**src/verilog/csfr_consts.vh**
```
// Register offsets, field positions and reset values of the SFR bank
`ifndef CSFR_CONSTS_VH
`define CSFR_CONSTS_VH

// ==========================================================
// Register offsets
`define CSFR_ADDR_PORT0 8'h80
`define CSFR_ADDR_STACK 8'h81
`define CSFR_ADDR_DPLOW 8'h82
`define CSFR_ADDR_DPHIGH 8'h83
`define CSFR_ADDR_WAKE_RELOAD 8'h86
`define CSFR_ADDR_POWER 8'h87
`define CSFR_ADDR_AUX_ONE 8'hA2

// ==========================================================
// Reset values
`define CSFR_RST_PORT0 8'hFF
`define CSFR_RST_STACK 8'h07
`define CSFR_RST_DP 8'h00
`define CSFR_RST_WAKE_RELOAD 8'h00
`define CSFR_RST_POWER 8'h00
`define CSFR_RST_AUX_ONE 8'h00

// ==========================================================
// Field positions
`define CSFR_BIT_BAUD_DOUBLE 7
`define CSFR_BIT_FRAME_ACCESS 6
`define CSFR_BIT_COLD_START 4
`define CSFR_BIT_GFLAG1 3
`define CSFR_BIT_GFLAG0 2
`define CSFR_BIT_POWER_DOWN 1
`define CSFR_BIT_SLEEP 0
`define CSFR_BIT_BANK_SELECT 0
// Writable bits of power control; bit 5 is reserved
`define CSFR_POWER_WMASK 8'hDF
// Writable bits of auxiliary control one
`define CSFR_AUX_WMASK 8'h01

`endif

```
**src/verilog/csfr_bank.v**
```verilog
// Low-address special function register bank of the core
//
// Behaviour
// - Port 0 latch is an 8-bit read/write register resetting to all ones.
// - A push or call first increments the stack pointer, then writes RAM.
// - The stack pointer resets to 07h so the first push lands at 08h.
// - Two pointer bytes resetting to zero form one 16-bit data pointer.
// - Bank select bit 0 of auxiliary control one picks the active pointer.
// - The wake timer reload register holds the 8-bit restart value.
// - Baud double bit 7 of power control doubles serial port 0 baud rate in mode 2, or in modes 1 and 3 when timer 1 sets the rate.
//
// The implementer's own choice: the address-and-strobe port.
`timescale 1ns/10ps
`include "csfr_consts.vh"

module csfr_bank (
    // Clock, reset, enable
    input wire I_CLOCK,
    input wire I_RST,
    input wire I_CE,
    // Register port
    input wire [7:0] I_ADDR,
    input wire [7:0] I_WDATA,
    input wire I_WR,
    input wire I_RD,
    output reg [7:0] O_RDATA,
    // Stack operations from the core
    input wire I_PUSH,
    input wire [7:0] I_PUSH_DATA,
    input wire I_POP,
    output reg O_RAM_WR,
    output reg [7:0] O_RAM_ADDR,
    output reg [7:0] O_RAM_WDATA,
    // Data pointer
    input wire I_DATA_POINTER_MAIN_LOAD,
    input wire [15:0] I_DATA_POINTER_MAIN_VALUE,
    output wire [15:0] O_DATA_POINTER_MAIN,
    // Port 0 and peripheral controls
    output wire [7:0] O_PORT_ZERO_PINS,
    output wire [7:0] O_WAKE_RELOAD_VALUE,
    output wire O_BAUD_DOUBLE_ENABLE,
    output wire O_FRAMING_FLAG_ACCESS_ENABLE,
    output wire O_POWER_DOWN_REQUEST,
    output wire O_SLEEP_CLOCK_GATE_REQUEST,
    // Serial port 0 baud qualification
    input wire [1:0] I_SERIAL_MODE,
    input wire I_BAUD_FROM_TIMER1,
    output wire O_BAUD_DOUBLED
);

    reg [7:0] port0_q;
    reg [7:0] stack_q;
    reg [7:0] wake_reload_q;
    reg [7:0] power_q;
    reg [7:0] aux_one_q;
    reg [7:0] rdata_d;
    reg [7:0] stack_d;
    wire [15:0] data_pointer_main;
    wire hit_port0;
    wire hit_stack;
    wire hit_dplow;
    wire hit_dphigh;
    wire hit_wake;
    wire hit_power;
    wire hit_aux;
    wire wr_port0;
    wire wr_stack;
    wire wr_dplow;
    wire wr_dphigh;
    wire wr_wake;
    wire wr_power;
    wire wr_aux;
    wire bank_sel;
    wire [7:0] power_view;
    wire [7:0] aux_view;
    wire mode_two;
    wire mode_timer;
    wire baud_qualified;

    // ==========================================================
    // Address decode, shared by the write and the read paths
    assign hit_port0 = (I_ADDR == `CSFR_ADDR_PORT0);
    assign hit_stack = (I_ADDR == `CSFR_ADDR_STACK);
    assign hit_dplow = (I_ADDR == `CSFR_ADDR_DPLOW);
    assign hit_dphigh = (I_ADDR == `CSFR_ADDR_DPHIGH);
    assign hit_wake = (I_ADDR == `CSFR_ADDR_WAKE_RELOAD);
    assign hit_power = (I_ADDR == `CSFR_ADDR_POWER);
    assign hit_aux = (I_ADDR == `CSFR_ADDR_AUX_ONE);

    // ==========================================================
    // Write decode
    assign wr_port0 = I_WR && hit_port0;
    assign wr_stack = I_WR && hit_stack;
    assign wr_dplow = I_WR && hit_dplow;
    assign wr_dphigh = I_WR && hit_dphigh;
    assign wr_wake = I_WR && hit_wake;
    assign wr_power = I_WR && hit_power;
    assign wr_aux = I_WR && hit_aux;
    assign bank_sel = aux_one_q[`CSFR_BIT_BANK_SELECT];

    // ==========================================================
    // Port 0 output latch
    always @(posedge I_CLOCK or posedge I_RST) begin
        if (I_RST) begin
            port0_q <= `CSFR_RST_PORT0;
        end else if (I_CE) begin
            if (wr_port0) begin
                port0_q <= I_WDATA;
            end
        end
    end

    // ==========================================================
    // Wake timer reload byte
    always @(posedge I_CLOCK or posedge I_RST) begin
        if (I_RST) begin
            wake_reload_q <= `CSFR_RST_WAKE_RELOAD;
        end else if (I_CE) begin
            if (wr_wake) begin
                wake_reload_q <= I_WDATA;
            end
        end
    end

    // ==========================================================
    // Power control
    always @(posedge I_CLOCK or posedge I_RST) begin
        if (I_RST) begin
            power_q <= `CSFR_RST_POWER;
        end else if (I_CE) begin
            if (wr_power) begin
                // Reserved bit 5 stays at its reset value
                power_q <= I_WDATA & `CSFR_POWER_WMASK;
            end
        end
    end

    // ==========================================================
    // Auxiliary control one
    always @(posedge I_CLOCK or posedge I_RST) begin
        if (I_RST) begin
            aux_one_q <= `CSFR_RST_AUX_ONE;
        end else if (I_CE) begin
            if (wr_aux) begin
                // Only the bank select bit is kept
                aux_one_q <= I_WDATA & `CSFR_AUX_WMASK;
            end
        end
    end

    // ==========================================================
    // Read views: reserved bits always read back as zero
    assign power_view = power_q & `CSFR_POWER_WMASK;
    assign aux_view = aux_one_q & `CSFR_AUX_WMASK;

    // ==========================================================
    // Stack pointer: pre-increment on push, post-decrement on pop
    always @* begin
        stack_d = stack_q;
        if (I_PUSH) begin
            stack_d = stack_q + 8'h01;
        end else if (I_POP) begin
            stack_d = stack_q - 8'h01;
        end else if (wr_stack) begin
            stack_d = I_WDATA;
        end
    end

    always @(posedge I_CLOCK or posedge I_RST) begin
        if (I_RST) begin
            stack_q <= `CSFR_RST_STACK;
        end else if (I_CE) begin
            stack_q <= stack_d;
        end
    end

    // ==========================================================
    // Scratch-pad RAM write port
    // Address and data hold the last push so the RAM side sees no glitch
    always @(posedge I_CLOCK or posedge I_RST) begin
        if (I_RST) begin
            O_RAM_WR <= 1'b0;
            O_RAM_ADDR <= 8'h00;
            O_RAM_WDATA <= 8'h00;
        end else if (I_CE) begin
            O_RAM_WR <= I_PUSH;
            if (I_PUSH) begin
                // Data goes to the already incremented address
                O_RAM_ADDR <= stack_d;
                O_RAM_WDATA <= I_PUSH_DATA;
            end
        end
    end

    // ==========================================================
    // Data pointers
    csfr_pointer_bank #(
        .WIDTH(16)
    ) u_pointer_bank (
        .clk(I_CLOCK),
        .rst(I_RST),
        .ce(I_CE),
        .bank_sel(bank_sel),
        .wr_low(wr_dplow),
        .wr_high(wr_dphigh),
        .wdata(I_WDATA),
        .load(I_DATA_POINTER_MAIN_LOAD),
        .load_value(I_DATA_POINTER_MAIN_VALUE),
        .ptr(data_pointer_main)
    );
    assign O_DATA_POINTER_MAIN = data_pointer_main;

    // ==========================================================
    // Read decode; unmapped addresses read zero
    always @* begin
        if (hit_port0) begin
            rdata_d = port0_q;
        end else if (hit_stack) begin
            rdata_d = stack_q;
        end else if (hit_dplow) begin
            rdata_d = data_pointer_main[7:0];
        end else if (hit_dphigh) begin
            rdata_d = data_pointer_main[15:8];
        end else if (hit_wake) begin
            rdata_d = wake_reload_q;
        end else if (hit_power) begin
            rdata_d = power_view;
        end else if (hit_aux) begin
            rdata_d = aux_view;
        end else begin
            rdata_d = 8'h00;
        end
    end

    always @(posedge I_CLOCK or posedge I_RST) begin
        if (I_RST) begin
            O_RDATA <= 8'h00;
        end else if (I_CE) begin
            O_RDATA <= I_RD ? rdata_d : 8'h00;
        end
    end

    // ==========================================================
    // Outputs
    assign O_PORT_ZERO_PINS = port0_q;
    assign O_WAKE_RELOAD_VALUE = wake_reload_q;
    assign O_BAUD_DOUBLE_ENABLE = power_q[`CSFR_BIT_BAUD_DOUBLE];
    assign O_FRAMING_FLAG_ACCESS_ENABLE = power_q[`CSFR_BIT_FRAME_ACCESS];
    assign O_POWER_DOWN_REQUEST = power_q[`CSFR_BIT_POWER_DOWN];
    assign O_SLEEP_CLOCK_GATE_REQUEST = power_q[`CSFR_BIT_SLEEP];

    // ==========================================================
    // Serial port 0 baud doubling
    // Mode 2 always runs from the core clock, so doubling applies
    assign mode_two = (I_SERIAL_MODE == 2'h2);
    // Modes 1 and 3 only double when timer 1 overflow sets the rate
    assign mode_timer = I_SERIAL_MODE[0] && I_BAUD_FROM_TIMER1;
    assign baud_qualified = mode_two || mode_timer;
    assign O_BAUD_DOUBLED = power_q[`CSFR_BIT_BAUD_DOUBLE] &&
        baud_qualified;

endmodule // csfr_bank

```
**src/verilog/csfr_pointer_bank.v**
```verilog
// Primary and alternate 16-bit data pointers with bank selection
`timescale 1ns/10ps

module csfr_pointer_bank #(
    parameter WIDTH = 16
) (
    // Clock and reset
    input wire clk,
    input wire rst,
    input wire ce,
    // Control
    input wire bank_sel,
    input wire wr_low,
    input wire wr_high,
    input wire [7:0] wdata,
    input wire load,
    input wire [WIDTH-1:0] load_value,
    // Active pointer
    output wire [WIDTH-1:0] ptr
);

    reg [WIDTH-1:0] ptr_q [0:1];

    // ==========================================================
    // One register per bank; only the selected bank is reached
    genvar g;
    generate
        for (g = 0; g < 2; g = g + 1) begin : g_bank
            // Bank 1 answers when the select bit is set, bank 0 otherwise
            wire hit = (g == 1) ? bank_sel : !bank_sel;
            always @(posedge clk or posedge rst) begin
                if (rst) begin
                    ptr_q[g] <= {WIDTH{1'b0}};
                end else if (ce && hit) begin
                    if (load) begin
                        ptr_q[g] <= load_value;
                    end else begin
                        if (wr_low) begin
                            ptr_q[g][7:0] <= wdata;
                        end
                        if (wr_high) begin
                            ptr_q[g][WIDTH-1:8] <= wdata;
                        end
                    end
                end
            end
        end
    endgenerate

    assign ptr = bank_sel ? ptr_q[1] : ptr_q[0];

endmodule // csfr_pointer_bank
```
**config.mk**
```make
export PLATFORM = sky130hd
export DESIGN_NAME = csfr_bank
export DESIGN_NICKNAME = d
export VERILOG_FILES = /design/src/verilog/csfr_bank.v /design/src/verilog/csfr_pointer_bank.v
export VERILOG_INCLUDE_DIRS = /design/src /design/src/verilog
export SDC_FILE = /design/constraint.sdc
export NUM_CORES = 1
export LEC_CHECK = 0
export ABC_AREA = 1
export BUFFER_PORTS_ARGS = -buffer_cell sky130_fd_sc_hd__buf_2
export CAP_MARGIN = 20
export CORE_UTILIZATION = 40
export CTS_CLUSTER_DIAMETER = 30
export DETAILED_ROUTE_END_ITERATION = 16
export PLACE_DENSITY = 0.64
export SLEW_MARGIN = 20
export SYNTH_ARGS = -nofsm -noshare
export SYNTH_HDL_FRONTEND = slang
export SYNTH_HIERARCHICAL = 1
export SYNTH_SLANG_ARGS = --single-unit
export TNS_END_PERCENT = 30
```
**constraint.sdc**
```tcl
create_clock -name I_CLOCK -period 3.7 [get_ports I_CLOCK]
set_clock_uncertainty 0.2 [all_clocks]
set_input_delay 0.185 -clock I_CLOCK [delete_from_list [all_inputs] [get_ports I_CLOCK]]
set_output_delay 0.185 -clock I_CLOCK [all_outputs]
set_load 0.02 [all_outputs]
```
== After elaboration in Yosys (flattened, before gate mapping) ==
Index checks and enable logic that the tools add are counted.

* Flip-flop bits (word level): 89
* Bits of input ports: 51
* Output and inout bits: 62

* Add/sub/neg operators: 2
* Equality and inequality tests: 8
* Multiplexer cells: 15
* Reduce and logical (&&, ||, !) cells: 24

{| class="wikitable"
|+ Operators with widths
! kind !! number
|-
| $mux 8 || 12
|-
| $eq 8x8->1 const B || 7
|-
| $mux 16 || 2
|-
| $reduce_and 2->1 || 9
|-
| $logic_and 1x1->1 || 11
|-
| $add 8x1->8 const B || 1
|-
| $sub 8x1->8 const B || 1
|-
| $reduce_bool 2->1 || 2
|-
| $eq 2x2->1 const B || 1
|-
| $logic_not 1->1 || 1
|-
| $logic_or 1x1->1 || 1
|-
| $mux 1 || 1
|}

== Depth between registers and ports, before layout ==
Gate-level depths: netlist (run 1).

* Depth in word-level cells: 9
* Depth in mapped cells: 11
* Gate-level depth less buffers: 10

== Modules after synthesis ==
The synthesis (run 1) kept the hierarchy.

{| class="wikitable"
|+ Modules (own cells, without submodules)
! module !! instances !! cells each !! area each (µm²) !! seq. area each (µm²)
|-
| csfr_bank || 1 || 466 || 3339.5 || 1440.1
|-
| csfr_pointer_bank || 1 || 243 || 1722.9 || 800.8
|}

== Worst setup path before layout (run 1) ==
No wires, ideal clock.

* Path kind: in2reg
* Start: input I_ADDR[4]
* End: register u_pointer_bank/ptr_q[24] in the netlist's numbering
* Arrival: 1373 ps
* Data required time: 3384 ps
* Slack: 2011 ps
* Stages: 10
* Buffers on the path: 0
* Cells stage by stage: inv_1 nand2_2 nor2_8 inv_1 nor4_1 inv_1 nand2_2 nand2_2 nand2_1 nand2_1

* Cells in the longest elaborated chain, start to end: 4

{| class="wikitable"
|+ RTL lines
! item !! RTL line !! text
|-
| start, declared || csfr_bank.v:22 || <nowiki>input wire [7:0] I_ADDR,</nowiki>
|-
| $eq 8x8->1 (no source line) || n/a ||
|-
| $logic_and 1x1->1 || csfr_bank.v:95 || <nowiki>assign wr_dphigh = I_WR && hit_dphigh;</nowiki>
|-
| named net wr_dphigh || csfr_bank.v:69 || <nowiki>wire wr_dphigh;</nowiki>
|-
| $reduce_bool 2->1 (no source line) || n/a ||
|-
| $reduce_and 2->1 (no source line) || n/a ||
|-
| end signal, assigned by index || csfr_pointer_bank.v:33 || <nowiki>ptr_q[g] <= {WIDTH{1'b0}};</nowiki>
|-
| end signal, assigned by index || csfr_pointer_bank.v:36 || <nowiki>ptr_q[g] <= load_value;</nowiki>
|-
| end signal, assigned by index || csfr_pointer_bank.v:39 || <nowiki>ptr_q[g][7:0] <= wdata;</nowiki>
|-
| end, declared || csfr_pointer_bank.v:22 || <nowiki>reg [WIDTH-1:0] ptr_q [0:1];</nowiki>
|}

The timed path passes the listed nets, and every way through them passes these cells.
A chain may end at the register's enable or synchronous reset.

== Worst setup path after layout (run 1) ==
* Start: register aux_one_q[0]
* End: output O_DATA_POINTER_MAIN[1]

* Cells in the longest elaborated chain, start to end: 1

{| class="wikitable"
|+ RTL lines
! item !! RTL line !! text
|-
| start, declared || csfr_bank.v:55 || <nowiki>reg [7:0] aux_one_q;</nowiki>
|-
| start signal, assigned || csfr_bank.v:142 || <nowiki>aux_one_q <= `CSFR_RST_AUX_ONE;</nowiki>
|-
| start signal, assigned || csfr_bank.v:146 || <nowiki>aux_one_q <= I_WDATA & `CSFR_AUX_WMASK;</nowiki>
|-
| $mux 16 || csfr_pointer_bank.v:50 || <nowiki>assign ptr = bank_sel ? ptr_q[1] : ptr_q[0];</nowiki>
|-
| end, declared || csfr_bank.v:37 || <nowiki>output wire [15:0] O_DATA_POINTER_MAIN,</nowiki>
|}

Every way passes these cells.

==> results of run 1 <==
worst min-delay path, cell delays in order:
cell and delay (ps):
buf_2 120, inv_1 170, o21ai_2 90
power breakdown:
part	switching, uW	internal (uW)
sequential	78.4	1070
combinational	377	184
clock	391	543
total	847	1800
kinds of logic after synthesis:
family | synth area share (%)
and+or+nand+nor | 41.8
DFF | 44.3
buffers and inverters | 7.24
AOI/OAI and AO/OA | 5.93
adders and majority gates | 0.494
muxes | 0.222
cells in the mapped netlist:
| cell | instances |
|---|---|
| nand2_1 | 327 |
| dfrtp_1 | 78 |
| inv_1 | 59 |
| nor2_1 | 58 |
| nand3_1 | 57 |
| o21ai_0 | 28 |
| buf_2 | 11 |
| dfstp_2 | 11 |
| nand2_2 | 10 |
| nand4_1 | 10 |
| o21ai_2 | 8 |
| nor2_4 | 7 |
| o21ai_1 | 6 |
| buf_6 | 5 |
| a21oi_1 | 4 |
| clkbuf_1 | 3 |
| inv_4 | 3 |
| nand3_2 | 3 |
| nor2_2 | 3 |
| nor2_8 | 3 |
| ha_1 | 2 |
| nand2_4 | 2 |
| nand3_4 | 2 |
| o211ai_2 | 2 |
| a21o_1 | 1 |
| inv_2 | 1 |
| mux2_2 | 1 |
| nor3_1 | 1 |
| nor4_1 | 1 |
| o211ai_1 | 1 |
| or2_2 | 1 |
cell type report:
type / instances / share of cell area, %
Multi-Input combinational cell: 538 / 39.3
Sequential cell: 89 / 35.9
Timing Repair Buffer: 135 / 12.6
Inverter: 63 / 3.91
Clock buffer: 10 / 3.83
Tap cell: 168 / 3.37
Clock inverter: 6 / 1.04
Antenna cell: 1 / 0.0401
registers in the layout, summed over array words and instances (netlist names), 7 cells and up:
| register | count |
|---|---|
| u_pointer_bank/ptr_q | 32 |
| power_q | 7 |
| O_RAM_ADDR | 8 |
| O_PORT_ZERO_PINS | 8 |
| O_RAM_WDATA | 8 |
| O_RDATA | 8 |
| stack_q | 8 |
| O_WAKE_RELOAD_VALUE | 8 |
per-stage QoR:
step	hold slack (ps)	instance area, sq um	cells
2_1_floorplan	94.6	5060	709
3_3_place_gp	85.6	5730	972
3_5_place_dp	112	5730	972
4_1_cts	7.78	6240	1009
5_1_grt	21.8	6240	1010
6_report	15.8	6240	1010
routing by layer:
| metal | up-vias | wire [microns] | GRT usage (%) |
|---|---|---|---|
| met2 | 197 | 7270 | 40.4 |
| met3 | 35 | 965 | 4.29 |
| met1 | 2366 | 7180 | 35.0 |
| met5 | - | 0 | 0 |
| met4 | 0 | 400 | 10.8 |
| li1 | 2476 | - | - |
final timing paths:
kind	start	end	slack [ps]	cells after the start
min in group asynchronous	I_RST	u_pointer_bank/ptr_q[0]	280	3
max reg2reg	aux_one_q[0]	O_RDATA[4]	1560	9
min	I_WDATA[1]	O_PORT_ZERO_PINS[1]	20	3
max	aux_one_q[0]	O_DATA_POINTER_MAIN[1]	1400	4
max in group asynchronous	I_RST	O_PORT_ZERO_PINS[2]	2120	4
min reg2reg	O_RAM_WR	O_RAM_WR	270	2
==> summary.md, run 1 <==
| Metric | Value |
|---|---|
| Cell type contributing the most total cell area after synthesis | dfrtp_1 |
| Wirelength, routed | 15.8 mm |
| Static Leakage | 0.00350 uW |
| Core Rows | 40 |
| Area growth from synthesis to layout | 23.3% |
| Routed via count | about 5000 |
| Number of failing setup endpoints in the final timing report | 0 |
| Critical Path Sink Type | output port |
| Top cells by area in the synthesized netlist | dfrtp_1 (39%), nand2_1 (24%), dfstp_2 (5.7%) |
| Die Wd | 115 microns |
| Most common cell after layout, fill and taps aside | nand2_1 |
| Run status | complete, no violations |
| Number of I/O port buffers | 112 |
| Setup Slack @ Placement | 1440 ps |
| Seq/Total Area, Yosys | between 40% and 50% |
| CTS Hold Bufs | 21 |
| TritonCTS clock tree | done |
| Combined area of the multi-input logic cells | 0.00245 sq mm |
| CTS buffer count | 9 |
| Setup repair after global routing missed its margin | false |
| Count of clock tree sinks | 89 |
| Wire length of the first global-routing pass | about 25 mm |
| Fin util | 51.3% |
| Peak fanout along the critical path | 21 |
| Half-perimeter wire length after placement | 11.9 mm |
| Count of pins on the block boundary | around 110 |
| Worst-Margin Slew | ~840 ps |
| Total iterations of the first detailed-routing run | 5 |
| Hold Vio Cnt, Final | 0 |
| Most frequent cells in the layout | nand2_1 (327), buf_2 (112), dfrtp_1 (78) |
| Most prevalent standard cell on the critical path | nand2_1 |
| Category of the most critical setup path | register to output port |
| Core region area | 0.0122 sq mm |
| Full die area | 0.0131 sq mm |
| Setup TNS | 0 ps |
| Final Critical Period | roughly 2300 ps |
| Cell chain of the critical path | inv_4, nand2_1, nand2_1, buf_2 |
| Critical Path Slowest Stage Cell | dfrtp_1 |
| Global placement routability congestion | 0.884 |
| Max-cap violation count | 0 |
| Layout cell share with drive strength beyond 1 | between 20% and 30% |
| Data required time at the worst endpoint | 3310 ps |
| Starting DRT DRC Count | 436 |
| Final period utilization | approximately 62% |
| Tightest slew margin relative to the limit | 43.8% |
| Syn Inst Count | just over 700 |
| Total power of the final layout | 2650 uW |
| Worst voltage drop across the vdd grid | 0.000200 V |
| Vias/cell | roughly 5 |
| Initial antenna violation count | 1 |
| Cts repair resizes | 0 |
| Max Slew Vio Count | 0 |
| Upper clock frequency limit | 435 MHz |
| Pin count of the biggest net entering global routing | 40 |
| Final-layout fill cell count | 1271 |
| Clock-pin slew on the worst setup and hold paths | 60 ps |
| Gr ovfl total | 0 |
| # DRC | 0 |
| Initial standard-cell utilization of the core | between 40% and 50% |
| Buffers & Inverters on Critical Path | 2 |
| Synthesized flop and latch total | 89 |
| Vias in the first global route | 4918 |
| Number of H-tree levels | 3 |
| Delay of the slowest critical-path stage | between 800 and 900 ps |
| Die Y-Extent | 115 microns |
| Hold WC Path Type | primary input to register |
| Root Buffer | clkbuf_16 |
| Worst skew pair latency | 350 ps |
| Mean routed wirelength per cell | 15.7 microns |
| Number of routed nets with antenna violations | 0 |
| Register area | ~0.0022 sq mm |
| Setup slack after layout | approximately 1400 ps |
| Maximum buffer depth of the clock tree | 2 |
| Portion of synthesized cell area occupied by the leading cell type | 38.6% |
| Buffers inserted by post-CTS timing repair | 0 |
| Final nets | 889 |
| Total GRT Usage | between 20 and 30% |
| Number of warnings printed during yosys synthesis | 6 |
| Crit-path leading delay family | flip-flops |
| Cell area after synthesis | 0.00506 sq mm |
| Signal arrival time at the worst endpoint | 1910 ps |
| Nature of the critical path startpoint | register |
| Net count after synthesis | 762 |
| Post-synthesis cell type count | 31 |
| Total power divided by cell area | 424 mW/mm^2 |
| Average instance area after synthesis | slightly above 7 sq um |
No activity file was read; power rests on OpenSTA's default activity.
==> inputs of run 2 (changes only) <==
--- a/config.mk
+++ b/config.mk
@@ -6,7 +6,7 @@
 export SDC_FILE = /design/constraint.sdc
 export NUM_CORES = 1
 export LEC_CHECK = 0
-export ABC_AREA = 1
+export ABC_AREA = 0
 export BUFFER_PORTS_ARGS = -buffer_cell sky130_fd_sc_hd__buf_2
 export CAP_MARGIN = 20
 export CORE_UTILIZATION = 40
==> constraint.sdc (replaced) <==
create_clock -name I_CLOCK -period 2.2 [get_ports I_CLOCK]
set_clock_uncertainty 0.2 [all_clocks]
set_input_delay 0.11 -clock I_CLOCK [delete_from_list [all_inputs] [get_ports I_CLOCK]]
set_output_delay 0.11 -clock I_CLOCK [all_outputs]
set_load 0.02 [all_outputs]
==> run 2 against run 1 <==
Effect of this change:
- clock-buffer cell count is 1 higher
- synthesized cell count is 32% lower
- via count is 10% lower
- critical path type is now register to register
==> summary.md, run 2 <==
| Metric | Value |
|---|---|
| # DRC | 0 |
| Buffers inserted by post-CTS timing repair | 0 |
| Clock-pin slew on the worst setup and hold paths | roughly 60 ps |
| Die Y-Extent | 114 microns |
| Most frequently used cell type in the post-synthesis netlist | dfrtp_1 |
| Cells on worst reg2reg path | 4 |
| Hold path depth | 5 |
| Mean routed wirelength per cell | 18.8 microns |
| Cell chain of the critical path | or4_4, or2_0, a221o_1, a221o_1 |
| Data required time at the worst endpoint | between 2000 and 2500 ps |
| Power Internal | between 3000 and 4000 uW |
| Worst skew pair latency | 350 ps |
| Total iterations of the first detailed-routing run | 5 |
| Core region area | 0.0121 sq mm |
| Synth Flop Type | dfrtp_1 |
| Most frequent cells in the layout | buf_2 (112), dfrtp_1 (78), mux2_2 (51) |
| Switching part of the total | 32.1% |
| Critical Path Sink Type | register |
| Hold WC Path Type | primary input to register |
| Count of pins on the block boundary | 113 |
| CTS buffer count | 9 |
| Routed via count | 4549 |
| Wirelength, routed | 15.0 mm |
| Logic pwr share | roughly 28% |
| Number of failing setup endpoints in the final timing report | 0 |
| Max Slew Vio Count | 0 |
| Total GRT Usage | between 20% and 30% |
| Number of enable flip-flop cells after synthesis | 0 |
| Delay of the slowest critical-path stage | 550 ps |
| Global placement routability congestion | roughly 0.90 |
| Ys async rst share | 100% |
| Vias in the first global route | 4494 |
| Net Switching | 1620 uW |
| Hold Vio Cnt, Final | 0 |
| Capture endpoint of the worst hold path | O_RDATA[0] |
| Share of power burned in registers | 40.1% |
| Root Buffer | clkbuf_16 |
| Part of the power in the clock network | 32.2% |
| Number of flip-flops in the largest register | 32 |
| Peak fanout along the critical path | 6 |
| Pin count of the biggest net entering global routing | 33 |
| Gr ovfl total | 0 |
| Cell area after synthesis | between 0.004 and 0.005 sq mm |
| Cells after DPL | 748 |
| Most instantiated cells after synthesis | dfrtp_1 (78), mux2_2 (51), nand2_1 (43) |
| Maximum buffer depth of the clock tree | 2 |
| Number of routed nets with antenna violations | 0 |
| Hold Crit Start | I_RD |
| Critical Path Slowest Stage Cell | or4_4 |
| Vias/cell | 5.69 |
| Cell type contributing the most total cell area after synthesis | dfrtp_1 |
| Most prevalent standard cell on the critical path | a221o_1 |
| Max-cap violation count | 0 |
| Area growth from synthesis to layout | 28.5% |
| Fin util | 53.1% |
| Number of I/O port buffers | 112 |
| Portion of synthesized cell area occupied by the leading cell type | 39.2% |
| Nature of the critical path startpoint | register |
| Layout cell share with drive strength beyond 1 | 37.8% |
| Synthesized flop and latch total | 89 |
| Initial antenna violation count | 0 |
| Final period utilization | between 90% and 100% |
| Worst flop-to-flop path startpoint | stack_q[1] |
| Final Critical Period | between 2000 and 2500 ps |
| Run status | complete, no violations |
| Initial standard-cell utilization of the core | 41.3% |
| Worst voltage drop across the vdd grid | 0.000390 V |
| Die Wd | 114 microns |
| Core Rows | 40 |
| Total power divided by cell area | between 700 and 800 mW/mm^2 |
| Worst-Margin Slew | 713 ps |
| Number of H-tree levels | 3 |
| Starting DRT DRC Count | 303 |
| Signal arrival time at the worst endpoint | 2170 ps |
| Upper clock frequency limit | 466 MHz |
| Tightest slew margin relative to the limit | roughly 52% |
| Count of clock tree sinks | 89 |
| Setup slack, reg-to-reg | 50 ps |
| R2R Path End | stack_q[5] |
| Post-layout instance count excluding filler cells | 800 |
| Final nets | 680 |
| Seq/Total Area, Yosys | 45.0% |
| Category of the most critical setup path | register to register |
| Post-synthesis cell type count | 71 |
| Most common cell after layout, fill and taps aside | buf_2 |
| Largest Register | u_pointer_bank/ptr_q |
| Crit-path leading delay family | simple AND/OR/NAND/NOR gates |
| N_diodes | 0 |
| Top cells by area in the synthesized netlist | dfrtp_1 (39%), mux2_2 (12%), dfstp_2 (5.8%) |
| TritonCTS clock tree | done |
| Wire length of the first global-routing pass | around 24 mm |
| Syn Inst Count | 479 |
| Average instance area after synthesis | 10.4 sq um |
| Full die area | 0.0129 sq mm |
| Static Leakage | 0.00289 uW |
| Half-perimeter wire length after placement | 10.7 mm |
| Buffers & Inverters on Critical Path | 0 |
| Number of warnings printed during yosys synthesis | 6 |
| Net count after synthesis | 532 |
| Setup repair after global routing missed its margin | true |
-- run 2: cell count changes after synthesis, sizes merged, moves of 21 or more --
cell | before | now
nor2b | 0 | 21
nand3 | 62 | 12
inv | 63 | 11
nor2 | 71 | 18
nand2 | 339 | 43
mux2 | 1 | 51
-- run 2: tightest hold or removal path: stages --
cell and delay (ps):
buf_2 120, nand2_1 110, a41oi_1 70, o31ai_1 70
o21ai_0 70
-- run 2: repair_timing --
| action | in CTS | in global routing |
|---|---|---|
| hold endpoints to repair | 155 | 0 |
| hold buffers | 36 | 0 |
| gates resized for setup | 0 | 1 |
| endpoints found under the setup margin | 0 | 3 |
-- run 2: kinds of logic (layout without fill, tap and decap cells) --
family / after synthesis / count (layout) / synth area share (%)
AOI/OAI and AO/OA: 142 / 142 / 19.7
and+or+nand+nor: 131 / 131 / 15.0
DFF: 89 / 89 / 45.0
xor gates and xnor gates: 8 / 8 / 1.41
buffers and inverters: 46 / 199 / 4.92
adders and majority gates: 2 / 2 / 0.502
muxes: 61 / 61 / 13.5
-- run 2: worst max path at each step --
stage,from,endpoint,cells past startpoint
after detailed placement,stack_q[0],stack_q[5],4
after CTS,stack_q[0],stack_q[5],4
final,stack_q[1],stack_q[5],4
after global placement,stack_q[0],stack_q[5],4
after global routing,stack_q[1],stack_q[5],4
after floorplan,stack_q[3],stack_q[5],5
-- run 2: cell type report --
cell class	count	area, sq um
multi-input combinational	344	2500
inverter	12	45.0
tap	168	210
clock inverter	5	81.3
timing repair buffer	171	1090
clock buffer	11	233
fill	1068	5650
sequential	89	2240
-- run 2: routing by layer --
| metal | global-route usage (%) | up-vias | routed length [microns] |
|---|---|---|---|
| met4 | 10.1 | 0 | 419 |
| met2 | 37.6 | 197 | 7100 |
| met5 | 0 | - | 0 |
| li1 | - | 2064 | - |
| met1 | 33.8 | 2253 | 6660 |
| met3 | 4.68 | 35 | 839 |
-- run 2: metrics by stage --
step | instance area, sq um | setup WS, ps | hold WS, ps | total power [uW] | setup TNS (ps)
after floorplan | 4980 | 88.7 | 26.2 | 2920 | 0
after detailed placement | 5730 | 22.6 | 23.6 | 3380 | 0
after CTS | 6400 | 20.6 | 25.0 | 5070 | 0
final | 6410 | 54.8 | 50.8 | 5050 | 0
after global placement | 5730 | 72.2 | 15.0 | 3350 | 0
after global routing | 6410 | -9.17 | 60.6 | 5300 | -9.17
-- run 2: power groups by stage --
| stage | clock network, uW | logic [uW] | registers, uW |
|---|---|---|---|
| 6_report | 1630 | 1400 | 2030 |
| 5_1_grt | 1720 | 1520 | 2060 |
| 4_1_cts | 1650 | 1390 | 2020 |
| 3_5_place_dp | 0 | 1340 | 2050 |
| 3_3_place_gp | 0 | 1320 | 2040 |
| 2_1_floorplan | 0 | 818 | 2100 |
